## config.mk

```make
export PLATFORM = sky130hd
export DESIGN_NAME = sfdd_top
export DESIGN_NICKNAME = d
export VERILOG_FILES = /design/src/hw/sfdd_pkg.sv /design/src/hw/sfdd_skid_buffer.sv /design/src/hw/sfdd_top.sv
export SDC_FILE = /design/constraint.sdc
export NUM_CORES = 1
export LEC_CHECK = 0
export BUFFER_PORTS_ARGS = -buffer_cell sky130_fd_sc_hd__buf_4
export CAP_MARGIN = 20
export CORE_MARGIN = 8
export CORE_UTILIZATION = 50
export DETAILED_ROUTE_END_ITERATION = 8
export PLACE_DENSITY = 0.75
export SETUP_SLACK_MARGIN = 0.02
export SLEW_MARGIN = 40
export SYNTH_ARGS = -nofsm -noshare
export SYNTH_HDL_FRONTEND = slang
export SYNTH_SLANG_ARGS = --single-unit
export TNS_END_PERCENT = 20
```

## constraint.sdc

```tcl
create_clock -name clk -period 3.8 [get_ports clk]
set_input_delay 0.76 -clock clk [delete_from_list [all_inputs] [get_ports clk]]
set_output_delay 0.76 -clock clk [all_outputs]
set_load 0.1 [all_outputs]
```

## src/hw/sfdd_pkg.sv

```systemverilog
package sfdd_pkg;
   localparam logic [7:0] COUNTER_READBACK_MODE_STATE_OFFSET = 8'h10;
   localparam logic [7:0] BAUD_RELOAD_OFFSET = 8'h14;
   localparam logic [7:0] FIFO_DMA_OFFSET = 8'h18;

   localparam int COUNTER_READBACK_MODE_SHIFT_EN_BIT = 7;
   localparam int COUNTER_READBACK_MODE_TX_EN_BIT = 6;
   localparam int COUNTER_READBACK_MODE_STATE_LSB = 0;
   localparam int STATE_WIDTH = 6;

   localparam int BAUD_LSB = 0;
   localparam int BAUD_WIDTH = 16;
   localparam logic [15:0] BAUD_RESET = 16'hffff;

   localparam int RX_DMA_EN_BIT = 31;
   localparam int RX_COUNT_LSB = 24;
   localparam int RX_FLUSH_BIT = 20;
   localparam int RX_LEVEL_LSB = 16;
   localparam int TX_DMA_EN_BIT = 15;
   localparam int TX_COUNT_LSB = 8;
   localparam int TX_FLUSH_BIT = 4;
   localparam int TX_LEVEL_LSB = 0;
   localparam int COUNT_WIDTH = 3;
   localparam int LEVEL_WIDTH = 2;
   localparam logic [1:0] LEVEL_RESET = 2'h3;
   localparam logic DMA_EN_RESET = 1'b0;

   localparam int FIFO_DEPTH = 4;
   localparam logic [2:0] FIFO_FULL_COUNT = 3'h4;
endpackage : sfdd_pkg

```

## src/hw/sfdd_skid_buffer.sv

```systemverilog
`timescale 1ns/1ps
// Two-entry buffer; the head entry always sits in a flip-flop.
module sfdd_skid_buffer #(
   parameter int WIDTH = 16
) (
   input wire logic clk,
   input wire logic sys_rst,
   input wire logic in_valid,
   output logic in_ready,
   input wire logic [WIDTH-1:0] in_data,
   output logic out_valid,
   input wire logic out_ready,
   output logic [WIDTH-1:0] out_data
);
   logic head_valid_reg;
   logic tail_valid_reg;
   logic [WIDTH-1:0] head_data_reg;
   logic [WIDTH-1:0] tail_data_reg;
   logic take;
   logic give;

   assign take = in_valid && !tail_valid_reg;
   assign give = head_valid_reg && out_ready;
   assign in_ready = !tail_valid_reg;
   assign out_valid = head_valid_reg;
   assign out_data = head_data_reg;

   always_ff @(posedge clk)
   begin
      if (sys_rst)
      begin
         head_valid_reg <= 1'b0;
         tail_valid_reg <= 1'b0;
      end
      else if (give)
      begin
         head_valid_reg <= tail_valid_reg || take;
         tail_valid_reg <= 1'b0;
      end
      else if (take)
      begin
         head_valid_reg <= 1'b1;
         tail_valid_reg <= head_valid_reg;
      end
   end

   always_ff @(posedge clk)
   begin
      if (give)
      begin
         head_data_reg <= tail_valid_reg ? tail_data_reg : in_data;
      end
      else if (take && !head_valid_reg)
      begin
         head_data_reg <= in_data;
      end
      if (take && head_valid_reg && !give)
      begin
         tail_data_reg <= in_data;
      end
   end
endmodule : sfdd_skid_buffer

```

## src/hw/sfdd_top.sv

```systemverilog
`timescale 1ns/1ps
module sfdd_top #(
   parameter int DATA_WIDTH = 16
) (
   input wire logic clk,
   input wire logic sys_rst,
   input wire logic [7:0] reg_addr,
   input wire logic [31:0] reg_wdata,
   input wire logic reg_write,
   input wire logic reg_read,
   output logic [31:0] reg_rdata,
   input wire logic shift_clock_enable,
   input wire logic transmit_clock_enable,
   input wire logic [5:0] serial_fsm_state,
   input wire logic [15:0] baud_counter,
   input wire logic counter_readback_mode,
   output logic [15:0] baud_reload_value,
   input wire logic rx_push,
   input wire logic [DATA_WIDTH-1:0] rx_push_data,
   output logic rx_fifo_full,
   output logic rx_out_valid,
   input wire logic rx_out_ready,
   output logic [DATA_WIDTH-1:0] rx_out_data,
   output logic rx_dma_req,
   input wire logic tx_in_valid,
   output logic tx_in_ready,
   input wire logic [DATA_WIDTH-1:0] tx_in_data,
   input wire logic tx_pop,
   output logic tx_pop_valid,
   output logic [DATA_WIDTH-1:0] tx_pop_data,
   output logic tx_dma_req
);
   logic [15:0] baud_reload_reg;
   logic rx_dma_enable_reg;
   logic tx_dma_enable_reg;
   logic [1:0] rx_level_reg;
   logic [1:0] tx_level_reg;
   logic rx_dma_enable_next;
   logic tx_dma_enable_next;
   logic [1:0] rx_level_next;
   logic [1:0] tx_level_next;
   logic [31:0] reg_rdata_reg;
   logic dma_write;
   logic receive_fifo_flush;
   logic transmit_fifo_flush;

   localparam int FIFO_DEPTH_L = sfdd_pkg::FIFO_DEPTH;
   logic [DATA_WIDTH-1:0] rx_mem [FIFO_DEPTH_L];
   logic [DATA_WIDTH-1:0] tx_mem [FIFO_DEPTH_L];
   // Pointers wrap by themselves at four entries; counts are one bit wider so that full differs from empty.
   logic [1:0] rx_wr_ptr_reg;
   logic [1:0] rx_rd_ptr_reg;
   logic [2:0] receive_fifo_count_reg;
   logic [2:0] rx_count_next;
   logic [1:0] tx_wr_ptr_reg;
   logic [1:0] tx_rd_ptr_reg;
   logic [2:0] transmit_fifo_count_reg;
   logic [2:0] tx_count_next;
   logic rx_do_push;
   logic rx_do_pop;
   logic buf_in_ready;
   logic tx_do_push;
   logic tx_do_pop;
   logic tx_in_ready_reg;
   logic rx_fifo_full_reg;
   logic rx_dma_req_reg;
   logic tx_dma_req_reg;
   logic tx_pop_valid_reg;
   logic [DATA_WIDTH-1:0] tx_pop_data_reg;

   // True when a count meets a level code; codes 0..3 mean 1..4 entries.
   function automatic logic level_met(input logic [2:0] entries, input logic [1:0] level);
      level_met = entries >= ({1'b0, level} + 3'h1);
   endfunction : level_met

   // Next occupancy of one FIFO; a flush empties it whatever else happens in that cycle.
   function automatic logic [2:0] next_count(input logic [2:0] count, input logic flush, input logic push,
                                              input logic pop);
      if (flush)
      begin
         next_count = 3'h0;
      end
      else if (push && !pop)
      begin
         next_count = count + 3'h1;
      end
      else if (pop && !push)
      begin
         next_count = count - 3'h1;
      end
      else
      begin
         next_count = count;
      end
   endfunction : next_count

   // Flush bits act only in the cycle of the write and are never stored, so they read as zero.
   assign dma_write = reg_write && (reg_addr == sfdd_pkg::FIFO_DMA_OFFSET);
   assign receive_fifo_flush = dma_write && reg_wdata[sfdd_pkg::RX_FLUSH_BIT];
   assign transmit_fifo_flush = dma_write && reg_wdata[sfdd_pkg::TX_FLUSH_BIT];

   assign rx_dma_enable_next = dma_write ? reg_wdata[sfdd_pkg::RX_DMA_EN_BIT] : rx_dma_enable_reg;
   assign tx_dma_enable_next = dma_write ? reg_wdata[sfdd_pkg::TX_DMA_EN_BIT] : tx_dma_enable_reg;
   assign rx_level_next = dma_write ? reg_wdata[sfdd_pkg::RX_LEVEL_LSB +: sfdd_pkg::LEVEL_WIDTH] : rx_level_reg;
   assign tx_level_next = dma_write ? reg_wdata[sfdd_pkg::TX_LEVEL_LSB +: sfdd_pkg::LEVEL_WIDTH] : tx_level_reg;

   // Only the low half of the baud word is stored; the upper half reads as zero.
   always_ff @(posedge clk)
   begin
      if (sys_rst)
      begin
         baud_reload_reg <= sfdd_pkg::BAUD_RESET;
      end
      else if (reg_write && reg_addr == sfdd_pkg::BAUD_RELOAD_OFFSET)
      begin
         baud_reload_reg <= reg_wdata[sfdd_pkg::BAUD_LSB +: sfdd_pkg::BAUD_WIDTH];
      end
   end

   always_ff @(posedge clk)
   begin
      if (sys_rst)
      begin
         rx_dma_enable_reg <= sfdd_pkg::DMA_EN_RESET;
         tx_dma_enable_reg <= sfdd_pkg::DMA_EN_RESET;
         rx_level_reg <= sfdd_pkg::LEVEL_RESET;
         tx_level_reg <= sfdd_pkg::LEVEL_RESET;
      end
      else
      begin
         // Enables and levels follow a write to the control word at its edge.
         rx_dma_enable_reg <= rx_dma_enable_next;
         tx_dma_enable_reg <= tx_dma_enable_next;
         rx_level_reg <= rx_level_next;
         tx_level_reg <= tx_level_next;
      end
   end

   // Receive FIFO: a push into a full FIFO is dropped; flush beats push and pop.
   assign rx_do_push = rx_push && (receive_fifo_count_reg != sfdd_pkg::FIFO_FULL_COUNT);
   assign rx_do_pop = buf_in_ready && (receive_fifo_count_reg != 3'h0);
   assign rx_count_next = next_count(receive_fifo_count_reg, receive_fifo_flush, rx_do_push, rx_do_pop);

   always_ff @(posedge clk)
   begin
      if (sys_rst)
      begin
         rx_wr_ptr_reg <= 2'h0;
         rx_rd_ptr_reg <= 2'h0;
         receive_fifo_count_reg <= 3'h0;
      end
      else
      begin
         receive_fifo_count_reg <= rx_count_next;
         if (receive_fifo_flush)
         begin
            rx_wr_ptr_reg <= 2'h0;
            rx_rd_ptr_reg <= 2'h0;
         end
         else
         begin
            if (rx_do_push)
            begin
               rx_wr_ptr_reg <= rx_wr_ptr_reg + 2'h1;
            end
            if (rx_do_pop)
            begin
               rx_rd_ptr_reg <= rx_rd_ptr_reg + 2'h1;
            end
         end
      end
   end

   always_ff @(posedge clk)
   begin
      // A word pushed in the cycle of a flush is dropped with the rest.
      if (rx_do_push && !receive_fifo_flush)
      begin
         rx_mem[rx_wr_ptr_reg] <= rx_push_data;
      end
   end

   // The buffer lets the DMA side stall without losing a word already taken from the FIFO.
   sfdd_skid_buffer #(
      .WIDTH(DATA_WIDTH)
   ) u_rx_buffer (
      .clk(clk),
      .sys_rst(sys_rst),
      .in_valid(rx_do_pop && !receive_fifo_flush),
      .in_ready(buf_in_ready),
      .in_data(rx_mem[rx_rd_ptr_reg]),
      .out_valid(rx_out_valid),
      .out_ready(rx_out_ready),
      .out_data(rx_out_data)
   );

   // Transmit FIFO: filled by the DMA side, drained by the shift engine.
   assign tx_do_push = tx_in_valid && tx_in_ready_reg;
   assign tx_do_pop = tx_pop && (transmit_fifo_count_reg != 3'h0);
   assign tx_count_next = next_count(transmit_fifo_count_reg, transmit_fifo_flush, tx_do_push, tx_do_pop);

   always_ff @(posedge clk)
   begin
      if (sys_rst)
      begin
         tx_wr_ptr_reg <= 2'h0;
         tx_rd_ptr_reg <= 2'h0;
         transmit_fifo_count_reg <= 3'h0;
         tx_in_ready_reg <= 1'b1;
      end
      else
      begin
         transmit_fifo_count_reg <= tx_count_next;
         // Ready follows the next count, so it drops at the edge that fills the last entry.
         tx_in_ready_reg <= (tx_count_next != sfdd_pkg::FIFO_FULL_COUNT);
         if (transmit_fifo_flush)
         begin
            tx_wr_ptr_reg <= 2'h0;
            tx_rd_ptr_reg <= 2'h0;
         end
         else
         begin
            if (tx_do_push)
            begin
               tx_wr_ptr_reg <= tx_wr_ptr_reg + 2'h1;
            end
            if (tx_do_pop)
            begin
               tx_rd_ptr_reg <= tx_rd_ptr_reg + 2'h1;
            end
         end
      end
   end

   always_ff @(posedge clk)
   begin
      // A word pushed in the cycle of a flush is dropped with the rest.
      if (tx_do_push && !transmit_fifo_flush)
      begin
         tx_mem[tx_wr_ptr_reg] <= tx_in_data;
      end
   end

   // A pop outside a flush cycle returns its word in the following cycle with a one-cycle valid.
   always_ff @(posedge clk)
   begin
      if (sys_rst)
      begin
         tx_pop_valid_reg <= 1'b0;
         tx_pop_data_reg <= '0;
      end
      else
      begin
         tx_pop_valid_reg <= tx_do_pop && !transmit_fifo_flush;
         if (tx_do_pop)
         begin
            tx_pop_data_reg <= tx_mem[tx_rd_ptr_reg];
         end
      end
   end

   // Requests are computed from next-cycle state so they track flushes and enables at once.
   always_ff @(posedge clk)
   begin
      if (sys_rst)
      begin
         rx_dma_req_reg <= 1'b0;
         tx_dma_req_reg <= 1'b0;
         rx_fifo_full_reg <= 1'b0;
      end
      else
      begin
         rx_dma_req_reg <= rx_dma_enable_next && level_met(rx_count_next, rx_level_next);
         tx_dma_req_reg <= tx_dma_enable_next
                           && level_met(sfdd_pkg::FIFO_FULL_COUNT - tx_count_next, tx_level_next);
         rx_fifo_full_reg <= (rx_count_next == sfdd_pkg::FIFO_FULL_COUNT);
      end
   end

   always_ff @(posedge clk)
   begin
      if (sys_rst)
      begin
         reg_rdata_reg <= 32'h0;
      end
      else if (reg_read)
      begin
         reg_rdata_reg <= 32'h0;
         // Unmapped addresses and all reserved bits read as zero.
         unique case (reg_addr)
            sfdd_pkg::COUNTER_READBACK_MODE_STATE_OFFSET:
            begin
               reg_rdata_reg[sfdd_pkg::COUNTER_READBACK_MODE_SHIFT_EN_BIT] <= shift_clock_enable;
               reg_rdata_reg[sfdd_pkg::COUNTER_READBACK_MODE_TX_EN_BIT] <= transmit_clock_enable;
               reg_rdata_reg[sfdd_pkg::COUNTER_READBACK_MODE_STATE_LSB +: sfdd_pkg::STATE_WIDTH] <= serial_fsm_state;
            end
            sfdd_pkg::BAUD_RELOAD_OFFSET:
            begin
               reg_rdata_reg[sfdd_pkg::BAUD_LSB +: sfdd_pkg::BAUD_WIDTH] <=
                  counter_readback_mode ? baud_counter : baud_reload_reg;
            end
            sfdd_pkg::FIFO_DMA_OFFSET:
            begin
               reg_rdata_reg[sfdd_pkg::RX_DMA_EN_BIT] <= rx_dma_enable_reg;
               reg_rdata_reg[sfdd_pkg::RX_COUNT_LSB +: sfdd_pkg::COUNT_WIDTH] <= receive_fifo_count_reg;
               reg_rdata_reg[sfdd_pkg::RX_LEVEL_LSB +: sfdd_pkg::LEVEL_WIDTH] <= rx_level_reg;
               reg_rdata_reg[sfdd_pkg::TX_DMA_EN_BIT] <= tx_dma_enable_reg;
               reg_rdata_reg[sfdd_pkg::TX_COUNT_LSB +: sfdd_pkg::COUNT_WIDTH] <= transmit_fifo_count_reg;
               reg_rdata_reg[sfdd_pkg::TX_LEVEL_LSB +: sfdd_pkg::LEVEL_WIDTH] <= tx_level_reg;
            end
            default:
            begin
               reg_rdata_reg <= 32'h0;
            end
         endcase
      end
   end

   // Every output is driven straight from a register.
   assign reg_rdata = reg_rdata_reg;
   assign baud_reload_value = baud_reload_reg;
   assign rx_fifo_full = rx_fifo_full_reg;
   assign rx_dma_req = rx_dma_req_reg;
   assign tx_dma_req = tx_dma_req_reg;
   assign tx_in_ready = tx_in_ready_reg;
   assign tx_pop_valid = tx_pop_valid_reg;
   assign tx_pop_data = tx_pop_data_reg;
endmodule : sfdd_top

```

==> Flow_metrics.wiki, run 1 <==
{| class="wikitable"
! Metric !! Value
|-
| Endpoints failing setup || 0
|-
| Final number of hold-violating endpoints || 0
|-
| Post-route clock skew || 0.0170 ns
|-
| Achievable Freq || 341 MHz
|-
| Total global routing overflow || 0
|-
| Starting Density || 50.8%
|-
| Vias in the first global route || 6,112
|-
| Post-CTS setup buffer count || 0
|-
| Post-synth EDFFs || 160
|-
| Number of nets in the layout || 988
|-
| Setup repair after global routing missed its margin || false
|-
| Maximum ir drop on the vdd rail || 0.678 mV
|-
| Area of the mapped netlist || 9850 um^2
|-
| Quantity of gates resized following cts || 0
|-
| Area share of fa/ha/maj cells after synthesis || 3.15%
|-
| Post-detailed-route wirelength per cell || 18.7 um
|-
| Max-capacitance violation count || 0
|-
| Sequential cell area fraction in the yosys report || 65.7%
|-
| Worst Setup Start Kind || flip-flop
|-
| Clock latency at the later pin of the worst-skew pair || 0.51 ns
|-
| First-pass GRT wire length || 33,200 um
|-
| Synthesized instance count || 687
|-
| Flop2flop setup slack || 0.87 ns
|-
| DPL Wire Length || 14,500 um
|-
| Parity-gate share of the synthesized area counting xor and xnor cells || 0.801%
|-
| Type of the most critical hold path || in -> reg
|-
| Classification of the worst setup path || reg -> reg
|-
| Pwr/cell area || 743 nW/um^2
|-
| Antenna violations before repair || 0
|-
| Clock sink count || 243
|-
| Port Buf Inserts || 168
|-
| Min Hold Slack || 0.449 ns
|-
| Worst-case headroom to the max-slew limit || 48.0%
|-
| Total Die Area || 24,400 um^2
|-
| Largest net degree at the start of global routing || 54
|-
| Post-synthesis compound-gate area fraction || 4.94%
|-
| Static leakage || 4.59 nW
|-
| Crit. End Element || flip-flop
|-
| Share of the clock period used by the worst path after layout || 77.2%
|-
| Post-synthesis share of cell area spent on and, or, nand and nor gates || 8.88%
|-
| Number of hold buffers added after cts || 0
|-
| Number of buffers created by CTS || 24
|-
| Worst R2R Path Depth || 12
|-
| Most used flip-flop cell after synthesis || sky130_fd_sc_hd__edfxtp_1
|-
| Clock-pin slew of the registers on the worst-case setup and hold paths || 0.07 ns
|-
| Area contributors post-synth || sky130_fd_sc_hd__edfxtp_1 49%, sky130_fd_sc_hd__dfxtp_1 17%, sky130_fd_sc_hd__mux4_2 7.3%
|-
| Worst reg2reg endpoint || tx_dma_req$_SDFF_PP0_
|-
| Diode count || 0
|-
| I/O pins || 191
|-
| GR Util All Layers || 17.2%
|-
| Yosys reg bits || 243
|-
| Final-layout fill cell count || 1,509
|-
| Worst Hold End || rx_mem[1][14]$_DFFE_PP_
|-
| Post-synthesis area per instance || 14.3 um^2
|-
| Count of final max-slew check failures || 0
|-
| Std-Cell Core Area || 19,400 um^2
|-
| FF-to-FF Start || transmit_fifo_count_reg[0]$_SDFF_PP0_
|-
| Total DRC errors in the routed layout || 0
|-
| Share of synthesized area spent on multiplexers || 13.4%
|-
| Placement Rows || 51
|-
| Cell at the root of the clock tree || sky130_fd_sc_hd__clkbuf_16
|-
| Vias per cell || 5.26
|-
| Async set-or-reset flop fraction in the synthesized netlist || 0%
|-
| Fraction of layout instances using a drive strength above 1 || 33.8%
|-
| Violation count after the first detailed-route iteration || 328
|-
| Final critical path time including I/O delays and setup || 2.93 ns
|-
| Worst EP required || 4.16 ns
|-
| Post-Route WL || 21,300 um
|-
| Dominant combinational cell family by area after synthesis || multiplexers
|-
| HP Start || rx_push_data[14]
|-
| Most common cell after layout, fill and taps aside || sky130_fd_sc_hd__buf_4
|-
| Maximum level of the CTS H-tree || 1
|-
| Largest fanout on the critical path || 11
|-
| Synthesis Warnings || 0
|-
| Max Root-Sink Buffers || 3
|-
| Setup TNS after final layout || 0 ns
|-
| Clock tree from TritonCTS || built
|-
| Leading cell types in the layout, fill and taps excluded || 181 x sky130_fd_sc_hd__buf_4, 160 x sky130_fd_sc_hd__edfxtp_1, 83 x sky130_fd_sc_hd__nand2_1
|-
| Number of search-and-repair iterations in the first detailed-routing pass || 4
|-
| Final ANT Viol Nets || 0
|-
| Vertical extent of the die || 156 um
|-
| Horizontal die dimension || 156 um
|-
| Cell type contributing the most total cell area after synthesis || sky130_fd_sc_hd__edfxtp_1
|-
| Slew at the pin with the worst max-slew slack || 0.780 ns
|-
| Multi-input combinational cell area || 3140 um^2
|-
| Run status || finished clean
|-
| Final weighted congestion in routability-driven placement || 0.762
|-
| Area taken by flip-flops and latches || 6470 um^2
|-
| Fraction of post-synthesis cell area in the top cell type by area || 48.8%
|-
| Synth unique cells || 51
|-
| Layout Area Growth over Synthesis || 24.8%
|-
| Data arrival time at the worst-slack endpoint || 3.30 ns
|-
| Hold Path Stages || 1
|-
| Via Count || 6,010
|}
[worst max-delay path by stage]
stage | slack (ns) | depth (start not counted) | startpoint | end
2_1_floorplan | 0.72 | 5 | reg_addr[3] | u_rx_buffer.tail_data_reg[0]$_DFFE_PP_
3_3_place_gp | 0.44 | 12 | reg_addr[1] | rx_dma_req$_SDFF_PP0_
3_5_place_dp | 0.44 | 12 | reg_addr[1] | rx_dma_req$_SDFF_PP0_
4_1_cts | 0.83 | 12 | transmit_fifo_count_reg[0]$_SDFF_PP0_ | tx_dma_req$_SDFF_PP0_
5_1_grt | 0.63 | 12 | transmit_fifo_count_reg[1]$_SDFF_PP0_ | tx_dma_req$_SDFF_PP0_
6_report | 0.87 | 12 | transmit_fifo_count_reg[0]$_SDFF_PP0_ | tx_dma_req$_SDFF_PP0_
[metal layers]
layer  vias up  global-route usage (%)  part of all wire, %
met4         0                    4.67                  2.4
met2       148                    30.0                   52
met1      2956                    21.8                   40
li1       2867                       -                    -
met3        39                    2.81                  5.5
met5         -                       0                    0
[cells by family (layout without fill, tap and decap cells)]
logic type | Yosys count | count (layout)
other | 1 | 10
XOR/XNOR | 9 | 9
multiplexers | 89 | 89
adder cells (fa/ha/maj) | 25 | 25
flip-flops | 243 | 243
AND/OR/NAND/NOR | 176 | 176
buffers and inverters | 67 | 248
AO/OA/AOI/OAI | 77 | 77
[layout make-up]
type                            instances  share of cell area (%)
Sequential cell                       243                    52.6
Multi-Input combinational cell        386                    25.5
Timing Repair Buffer                  182                    11.2
Clock buffer                           28                    5.09
Tap cell                              265                    2.70
Clock inverter                         16                    2.20
Inverter                               22                   0.672
[synth_stat cells (2+ instances only)]
cell                        instances
sky130_fd_sc_hd__inv_1             22
sky130_fd_sc_hd__a21o_1             2
sky130_fd_sc_hd__or2_2              2
sky130_fd_sc_hd__ha_1              24
sky130_fd_sc_hd__clkbuf_1          30
sky130_fd_sc_hd__mux2_2            26
sky130_fd_sc_hd__o2111ai_1          5
sky130_fd_sc_hd__and3_1             5
sky130_fd_sc_hd__xnor2_1            9
sky130_fd_sc_hd__mux4_2            32
sky130_fd_sc_hd__o21a_1             2
sky130_fd_sc_hd__mux2i_1           31
sky130_fd_sc_hd__nand2b_1           9
sky130_fd_sc_hd__o2111a_1           2
sky130_fd_sc_hd__nor2b_1            8
sky130_fd_sc_hd__nor3b_1            5
sky130_fd_sc_hd__and2_1             8
sky130_fd_sc_hd__and3b_1            2
sky130_fd_sc_hd__buf_2              4
sky130_fd_sc_hd__o21ai_0            5
sky130_fd_sc_hd__a31oi_1            5
sky130_fd_sc_hd__nand2_1           83
sky130_fd_sc_hd__o22ai_1            2
sky130_fd_sc_hd__nand3_1           12
sky130_fd_sc_hd__edfxtp_1         160
sky130_fd_sc_hd__a22oi_1            4
sky130_fd_sc_hd__nor3_1            14
sky130_fd_sc_hd__buf_4             10
sky130_fd_sc_hd__dfxtp_1           83
sky130_fd_sc_hd__a2111oi_0          3
sky130_fd_sc_hd__nor4b_1            3
sky130_fd_sc_hd__and4_1             2
sky130_fd_sc_hd__nor2_1            17
sky130_fd_sc_hd__a21oi_1           39
[stage by stage]
stage	power [mW]	instance area [um^2]	worst slack (ns)	util [%]	std cells
3_3_place_gp	6.49	11400	0.442	58.5	1097
2_1_floorplan	5.83	9880	0.723	-	696
3_5_place_dp	6.55	11400	0.445	58.6	1097
6_report	9.13	12300	0.865	63.3	1142
4_1_cts	9.20	12300	0.831	63.2	1141
5_1_grt	9.54	12300	0.626	63.3	1142
[worst max-delay path, stage by stage, from the launching register on]
cell                       delay [ns]
sky130_fd_sc_hd__dfxtp_1         0.42
sky130_fd_sc_hd__inv_1           0.09
sky130_fd_sc_hd__ha_1            0.20
sky130_fd_sc_hd__nand2b_1        0.16
sky130_fd_sc_hd__and2_1          0.42
sky130_fd_sc_hd__buf_4           0.28
sky130_fd_sc_hd__xnor2_1         0.15
sky130_fd_sc_hd__nand2_1         0.12
sky130_fd_sc_hd__ha_1            0.22
sky130_fd_sc_hd__ha_1            0.27
sky130_fd_sc_hd__ha_1            0.29
sky130_fd_sc_hd__a21oi_1         0.12
sky130_fd_sc_hd__nor3_1          0.06
[power breakdown]
part | total [mW] | switching (mW) | internal [mW]
combinational | 2.93 | 1.96 | 0.972
clock | 2.63 | 0.975 | 1.66
sequential | 3.56 | 0.256 | 3.31
Power figures use the tool's default switching activity.
==> run 2: changes to the inputs <==
Settings changed: ABC_AREA set to 1, PLACE_DENSITY 0.75 to 0.78.
Clock period 3.8 ns to 2.5 ns, I/O delays scaled along.
==> Flow_metrics.wiki, run 2 <==
{| class="wikitable"
! Metric !! Value
|-
| Clock latency at the later pin of the worst-skew pair || 0.52 ns (about the same)
|-
| Most common cell after layout, fill and taps aside || sky130_fd_sc_hd__buf_4
|-
| Largest net degree at the start of global routing || 47 (-13%)
|-
| Final setup margin || 0.168 ns (-0.698 ns)
|-
| Most used flip-flop cell after synthesis || sky130_fd_sc_hd__edfxtp_1
|-
| Met3 Track Usage GR || 3.19% (+0.38 points)
|-
| Worst-case headroom to the max-slew limit || 48.7% (+0.73 points)
|-
| Synth top cells by count || 160 x sky130_fd_sc_hd__edfxtp_1, 151 x sky130_fd_sc_hd__nor2_1, 135 x sky130_fd_sc_hd__o21ai_0
|-
| Horizontal die dimension || 158 um (+1.0%)
|-
| Critical path capture point || tx_dma_req$_SDFF_PP0_
|-
| Final weighted congestion in routability-driven placement || 0.839 (+10%)
|-
| Type of the most critical hold path || in -> reg
|-
| Total Die Area || 24,900 um^2 (+2.1%)
|-
| Most Crowded Layer GR || met2
|-
| Instance count on the critical path || 13 (+1)
|-
| Synthesized instance count || 972 (+41%)
|-
| Slowest stage cell on the critical path || sky130_fd_sc_hd__dfxtp_1
|-
| Setup TNS after final layout || 0 ns (unchanged)
|-
| First-pass GRT wire length || 36,000 um (+8.5%)
|-
| Diode count || 0 (unchanged)
|-
| Static leakage || 5.38 nW (+17%)
|-
| Post-route clock skew || 0.0199 ns (+0.00295 ns)
|-
| Sum of buffers and inverters on the critical path || 1 (-1)
|-
| Cell count after placement || 1,393 (+27%)
|-
| Area taken by flip-flops and latches || 6470 um^2 (about the same)
|-
| Pwr/cell area || 1180 nW/um^2 (+58%)
|-
| Clock sink count || 243 (unchanged)
|-
| Vias per cell || 5.04 (-4.3%)
|-
| Antenna violations before repair || 0 (unchanged)
|-
| Maximum level of the CTS H-tree || 1 (unchanged)
|-
| Max Root-Sink Buffers || 3 (unchanged)
|-
| Total DRC errors in the routed layout || 0 (unchanged)
|-
| Flop2flop setup slack || 0.17 ns (-0.70 ns)
|-
| Layout Area Growth over Synthesis || 24.8% (about the same)
|-
| Run status || finished clean
|-
| Worst Setup Start Kind || flip-flop
|-
| Leading cell type by number of instances after synthesis || sky130_fd_sc_hd__edfxtp_1
|-
| Post-synthesis area per instance || 10.4 um^2 (-28%)
|-
| Number of buffers created by CTS || 25 (+4.2%)
|-
| Placement Rows || 52 (+2.0%)
|-
| I/O pins || 191 (unchanged)
|-
| Std-Cell Core Area || 20,000 um^2 (+3.0%)
|-
| Achievable Freq || 429 MHz (+26%)
|-
| Classification of the worst setup path || reg -> reg
|-
| Final ANT Viol Nets || 0 (unchanged)
|-
| Post-Route WL || 22,500 um (+5.5%)
|-
| Launching element of the worst setup path || transmit_fifo_count_reg[0]$_SDFF_PP0_
|-
| Vertical extent of the die || 158 um (+1.0%)
|-
| Final number of hold-violating endpoints || 0 (unchanged)
|-
| Sequential cell area fraction in the yosys report || 64.2% (-1.5 points)
|-
| Area contributors post-synth || sky130_fd_sc_hd__edfxtp_1 48%, sky130_fd_sc_hd__dfxtp_1 16%, sky130_fd_sc_hd__o21ai_0 6.7%
|-
| Post-detailed-route wirelength per cell || 15.6 um (-16%)
|-
| Synth unique cells || 33 (-35%)
|-
| Leading cell types in the layout, fill and taps excluded || 195 x sky130_fd_sc_hd__buf_4, 160 x sky130_fd_sc_hd__edfxtp_1, 151 x sky130_fd_sc_hd__nor2_1
|-
| Multi-input combinational cell area || 3000 um^2 (-4.3%)
|-
| Final critical path time including I/O delays and setup || 2.33 ns (-0.602 ns)
|-
| Global-route track usage on met1 || 21.5% (-0.24 points)
|-
| Number of search-and-repair iterations in the first detailed-routing pass || 5 (+1)
|-
| Final Core Density || 63.0% (-0.38 points)
|-
| Port Buf Inserts || 168 (unchanged)
|-
| Longest individual stage delay on the worst path || 0.34 ns (-0.08 ns)
|-
| Count of final max-slew check failures || 0 (unchanged)
|-
| Worst EP required || 2.91 ns (-1.25 ns)
|-
| Worst reg2reg endpoint || tx_dma_req$_SDFF_PP0_
|-
| Data arrival time at the worst-slack endpoint || 2.74 ns (-0.56 ns)
|-
| Vias in the first global route || 7,194 (+18%)
|-
| Async set-or-reset flop fraction in the synthesized netlist || 0% (unchanged)
|-
| CP most frequent cell || sky130_fd_sc_hd__ha_1
|-
| FF-to-FF Start || transmit_fifo_count_reg[0]$_SDFF_PP0_
|-
| DPL Wire Length || 15,200 um (+4.7%)
|-
| Maximum ir drop on the vdd rail || 0.671 mV (-1.1%)
|-
| Cell at the root of the clock tree || sky130_fd_sc_hd__clkbuf_16
|-
| Final-layout fill cell count || 1,609 (+6.6%)
|-
| Cell type contributing the most total cell area after synthesis || sky130_fd_sc_hd__edfxtp_1
|-
| Place WS || 0.0932 ns (-0.351 ns)
|-
| Synthesis Warnings || 0 (unchanged)
|-
| Max-capacitance violation count || 0 (unchanged)
|-
| Total global routing overflow || 0 (unchanged)
|-
| Crit. End Element || flip-flop
|-
| Via Count || 7,260 (+21%)
|-
| Setup repair after global routing missed its margin || false
|-
| GR Util All Layers || 18.1% (+0.90 points)
|-
| Worst R2R Path Depth || 13 (+1)
|-
| Fraction of post-synthesis cell area in the top cell type by area || 47.7% (-1.1 points)
|-
| Clock tree from TritonCTS || built
|-
| Violation count after the first detailed-route iteration || 394 (+20%)
|-
| Largest fanout on the critical path || 5 (-6)
|-
| Yosys reg bits || 243 (unchanged)
|-
| Share of the clock period used by the worst path after layout || 93.3% (+16 points)
|-
| Post-synth EDFFs || 160 (unchanged)
|-
| Filler-free cell count of the finished design || 1,441 (+26%)
|-
| Met2 routing resource usage after global routing || 32.3% (+2.4 points)
|-
| Slew at the pin with the worst max-slew slack || 0.768 ns (-0.0117 ns)
|-
| Starting Density || 50.4% (-0.33 points)
|-
| Crit path cell chain || inv_1 -> ha_1 -> nand2_1 -> nand2_2 -> nand2_2 -> nand2_1 -> xor2_1 -> nand2b_4 -> ha_1 -> ha_1 -> ha_1 -> a21oi_2 -> nor3_2
|-
| Number of hold buffers added after cts || 0 (unchanged)
|-
| Cell type group with the largest total delay on the critical path || adder cells
|-
| Endpoints failing setup || 0 (unchanged)
|-
| Area of the mapped netlist || 10,100 um^2 (+2.3%)
|-
| Clock-pin slew of the registers on the worst-case setup and hold paths || 0.06 ns (about the same)
|-
| Fraction of layout instances using a drive strength above 1 || 24.5% (-9.2 points)
|-
| Number of nets in the layout || 1,281 (+30%)
|}
[run 2: cell types whose count changed in the layout (fill, tap and decap cells not counted), sizes merged, moves of 13 or more]
cell | before | now
buf | 182 | 195
mux2i | 31 | 0
mux4 | 32 | 0
nor2 | 17 | 155
o22ai | 2 | 16
nand2 | 83 | 122
inv | 22 | 104
nand3 | 12 | 36
o21ai | 5 | 154
[run 2: logic make-up after synthesis]
family / after synthesis / share of synthesized area [%]
compound gates: 213 / 11.0
xor+xnor: 5 / 0.435
fa+ha+maj: 24 / 2.98
buf+inv: 153 / 6.50
flops: 243 / 64.2
mux: 16 / 1.79
other cells: 1 / 0.0372
simple gates: 317 / 13.0
[run 2: worst min path at each step]
stage / startpoint / endpoint / slack [ns] / cells past startpoint
2_1_floorplan: rx_level_reg[0]$_SDFF_PP1_ / reg_rdata[16]$_SDFFE_PP0P_ / 0.44 / 2
3_3_place_gp: reg_rdata[0]$_SDFFE_PP0P_ / reg_rdata[0]$_SDFFE_PP0P_ / 0.46 / 2
3_5_place_dp: reg_rdata[1]$_SDFFE_PP0P_ / reg_rdata[1]$_SDFFE_PP0P_ / 0.46 / 2
4_1_cts: rx_push_data[7] / rx_mem[1][7]$_DFFE_PP_ / 0.15 / 1
5_1_grt: rx_push_data[5] / rx_mem[1][5]$_DFFE_PP_ / 0.16 / 1
6_report: rx_push_data[7] / rx_mem[1][7]$_DFFE_PP_ / 0.18 / 1
[run 2: per-stage QoR]
step | total power, mW | hold WS, ns | cell area (um^2)
CTS | 14.8 | 0.153 | 12500
global route | 15.6 | 0.159 | 12600
floorplan | 9.51 | 0.437 | 10100
global placement | 10.6 | 0.455 | 11600
detailed placement | 10.7 | 0.461 | 11600
finish | 14.8 | 0.182 | 12600
[run 2: layout make-up]
type                            count  area share [%]
Clock buffer                       28            5.22
Sequential cell                   243            51.4
Tap cell                          270            2.69
Clock inverter                     18            2.08
Inverter                          102            3.04
Timing Repair Buffer              195            11.6
Multi-Input combinational cell    585            23.9
[run 2: power breakdown]
| part | internal (mW) | switching [mW] |
|---|---|---|
| clock network | 2.52 | 1.53 |
| logic | 1.47 | 3.96 |
| registers | 5.08 | 0.225 |
[run 2: what timing repair did]
action                                  in CTS  in global routing
resized for setup                            0                  7
setup buffers                                0                  2
endpoints found under the setup margin       0                  1
[run 2: metal layers]
layer	routed length [um]	share of wire (%)
met1	9210	41
met2	11300	50
met3	1270	5.6
met4	687	3.1
met5	0	0
==> run 3: changes to the inputs <==
==> constraint.sdc (replaced) <==
create_clock -name clk -period 2.5 [get_ports clk]
set_input_delay 0.25 -clock clk [delete_from_list [all_inputs] [get_ports clk]]
set_output_delay 0.25 -clock clk [all_outputs]
set_load 0.1 [all_outputs]
==> Flow_metrics.wiki, run 3 (synthesis gave the netlist of run 2 again) <==
{| class="wikitable"
! Metric !! Value
|-
| Sum of buffers and inverters on the critical path || 2 (+1)
|-
| Number of nets in the layout || 1,325 (+3.4%)
|-
| Worst R2R Path Depth || 14 (+1)
|-
| Violation count after the first detailed-route iteration || 445 (+13%)
|-
| Largest net degree at the start of global routing || 40 (-15%)
|-
| Achievable Freq || 435 MHz (+1.4%)
|-
| Crit. End Element || flip-flop
|-
| Type of the most critical hold path || in -> reg
|-
| Maximum level of the CTS H-tree || 1 (unchanged)
|-
| Final setup margin || 0.201 ns (+0.0330 ns)
|-
| Static leakage || 5.50 nW (+2.4%)
|-
| Setup TNS after final layout || 0 ns (unchanged)
|-
| GR Util All Layers || 18.4% (+0.34 points)
|-
| Routed length on met3 || 1270 um (+0.40%)
|-
| Slowest stage cell on the critical path || sky130_fd_sc_hd__dfxtp_2
|-
| CP most frequent cell || sky130_fd_sc_hd__ha_1
|-
| Leading cell types in the layout, fill and taps excluded || 189 x sky130_fd_sc_hd__buf_4, 160 x sky130_fd_sc_hd__edfxtp_1, 151 x sky130_fd_sc_hd__nor2_1
|-
| Crit path cell chain || inv_1 -> ha_1 -> nand2_1 -> nand2_2 -> buf_6 -> nor2_2 -> o21ai_0 -> o21ai_0 -> nand2_1 -> ha_1 -> ha_1 -> ha_1 -> a21oi_2 -> nor3_1
|-
| Post-Route WL || 23,300 um (+3.6%)
|-
| Post-detailed-route wirelength per cell || 15.7 um (+0.56%)
|-
| Endpoints failing setup || 0 (unchanged)
|-
| Setup repair after global routing missed its margin || false
|-
| Cell type group with the largest total delay on the critical path || adder cells
|-
| Worst-case headroom to the max-slew limit || 54.3% (+5.5 points)
|-
| Most common cell after layout, fill and taps aside || sky130_fd_sc_hd__buf_4
|-
| Via Count || 7,372 (+1.5%)
|-
| Run status || finished clean
|-
| Longest individual stage delay on the worst path || 0.33 ns (about the same)
|-
| Final-layout fill cell count || 1,504 (-6.5%)
|-
| Vias per cell || 4.97 (-1.4%)
|-
| Place WS || 0.139 ns (+0.0454 ns)
|-
| Fraction of layout instances using a drive strength above 1 || 22.8% (-1.7 points)
|-
| Total global routing overflow || 0 (unchanged)
|-
| Length of routed met2 wiring || 11,800 um (+4.2%)
|-
| Max Root-Sink Buffers || 3 (unchanged)
|-
| Final number of hold-violating endpoints || 0 (unchanged)
|-
| Worst EP required || 2.90 ns (about the same)
|-
| Worst Setup Start Kind || flip-flop
|-
| Count of final max-slew check failures || 0 (unchanged)
|-
| Horizontal die dimension || 158 um (unchanged)
|-
| Vertical extent of the die || 158 um (unchanged)
|-
| Final weighted congestion in routability-driven placement || 0.812 (-3.2%)
|-
| Final critical path time including I/O delays and setup || 2.30 ns (-0.0330 ns)
|-
| DPL Wire Length || 15,100 um (-0.86%)
|-
| Std-Cell Core Area || 20,000 um^2 (unchanged)
|-
| Hold Path Stages || 4 (+3)
|-
| Port Buf Inserts || 168 (unchanged)
|-
| Data arrival time at the worst-slack endpoint || 2.70 ns (-0.04 ns)
|-
| Clock latency at the later pin of the worst-skew pair || 0.51 ns (about the same)
|-
| Layout Area Growth over Synthesis || 28.1%
|-
| Max-capacitance violation count || 0 (unchanged)
|-
| Vias in the first global route || 7,323 (+1.8%)
|-
| DRT met1 WL || 9580 um (+4.0%)
|-
| Cell at the root of the clock tree || sky130_fd_sc_hd__clkbuf_16
|-
| Top layer in use || met4
|-
| Maximum ir drop on the vdd rail || 0.827 mV (+23%)
|-
| First-pass GRT wire length || 36,500 um (+1.5%)
|-
| Clock sink count || 243 (unchanged)
|-
| Number of search-and-repair iterations in the first detailed-routing pass || 6 (+1)
|-
| Final ANT Viol Nets || 0 (unchanged)
|-
| Total DRC errors in the routed layout || 0 (unchanged)
|-
| Placement Rows || 52 (unchanged)
|-
| Starting Density || 50.4% (unchanged)
|-
| Total Die Area || 24,900 um^2 (unchanged)
|-
| Post-CTS setup buffer count || 0 (unchanged)
|-
| Antenna violations before repair || 0 (unchanged)
|-
| Largest fanout on the critical path || 7 (+2)
|-
| Pwr/cell area || 1110 nW/um^2 (-5.3%)
|-
| I/O pins || 191 (unchanged)
|-
| Clock-pin slew of the registers on the worst-case setup and hold paths || 0.06 ns (about the same)
|-
| Classification of the worst setup path || reg -> reg
|-
| Diode count || 0 (unchanged)
|-
| Share of the clock period used by the worst path after layout || 92.0% (-1.3 points)
|-
| Post-route clock skew || 0.0219 ns (+0.00201 ns)
|-
| Clock tree from TritonCTS || built
|-
| Slew at the pin with the worst max-slew slack || 0.684 ns (-0.0840 ns)
|-
| Instance count on the critical path || 14 (+1)
|-
| Number of buffers created by CTS || 25 (unchanged)
|}
## run 3: cell count changes in the layout (fill, tap and decap cells not counted), moves of 4 or more
cell	delta
sky130_fd_sc_hd__buf_4	-6
sky130_fd_sc_hd__dlygate4sd3_1	+49
sky130_fd_sc_hd__bufinv_16	-4
sky130_fd_sc_hd__clkbuf_1	+7
## run 3: worst register-to-register path: stages (launching register included)
cell                      delay, ns
sky130_fd_sc_hd__dfxtp_2       0.33
sky130_fd_sc_hd__inv_1         0.05
sky130_fd_sc_hd__ha_1          0.18
sky130_fd_sc_hd__nand2_1       0.08
sky130_fd_sc_hd__nand2_2       0.11
sky130_fd_sc_hd__buf_6         0.16
sky130_fd_sc_hd__nor2_2        0.11
sky130_fd_sc_hd__o21ai_0       0.08
sky130_fd_sc_hd__o21ai_0       0.07
sky130_fd_sc_hd__nand2_1       0.09
sky130_fd_sc_hd__ha_1          0.19
sky130_fd_sc_hd__ha_1          0.28
sky130_fd_sc_hd__ha_1          0.29
sky130_fd_sc_hd__a21oi_2       0.13
sky130_fd_sc_hd__nor3_1        0.05
## run 3: final timing paths
check / slack (ns) / startpoint / end
setup / recovery: 0.20 / transmit_fifo_count_reg[0]$_SDFF_PP0_ / tx_dma_req$_SDFF_PP0_
hold / removal: 0.05 / rx_out_ready / u_rx_buffer.out_valid$_SDFFE_PP0P_
setup reg to reg: 0.20 / transmit_fifo_count_reg[0]$_SDFF_PP0_ / tx_dma_req$_SDFF_PP0_
hold reg to reg: 0.47 / rx_dma_enable_reg$_SDFF_PP0_ / reg_rdata[31]$_SDFFE_PP0P_
## run 3: routing by layer
metal,track usage (%),up-vias
met2,32.9,200
met1,21.7,3429
li1,-,3697
met3,3.55,46
met5,0,-
met4,6.69,0
## run 3: area by class of cell
cell class                      instances  area (um^2)  share of cell area (%)
Clock buffer                           35          683                    5.29
Clock inverter                         10          104                   0.805
Inverter                              102          383                    2.97
Multi-Input combinational cell        585         3010                    23.3
Sequential cell                       243         6470                    50.1
Tap cell                              270          338                    2.62
Timing Repair Buffer                  239         1920                    14.9
## run 3: metrics by stage
step | total power, mW | utilization (%) | hold WS (ns) | std cells | area, um^2
finish | 14.4 | 64.6 | 0.0543 | 1484 | 12900
global route | 15.1 | 64.6 | 0.0449 | 1484 | 12900
CTS | 14.4 | 64.5 | 0.0301 | 1484 | 12900
detailed placement | 10.7 | 58.1 | 0.452 | 1390 | 11600
global placement | 10.6 | 58.1 | 0.450 | 1390 | 11600
floorplan | 9.51 | - | 0.349 | 981 | 10100
## run 3: power breakdown
part	total, mW	switching [mW]	internal (mW)	leakage (nW)
combinational	5.48	3.97	1.50	2.97
clock	3.58	1.47	2.11	0.379
sequential	5.32	0.232	5.08	2.15
## run 3: what timing repair did
item | 4_1_cts | 5_1_grt
hold buffers | 49 | 0
endpoints found under the hold margin | 146 | 0
gates resized for setup | 0 | 9
endpoints found under the setup margin | 0 | 1
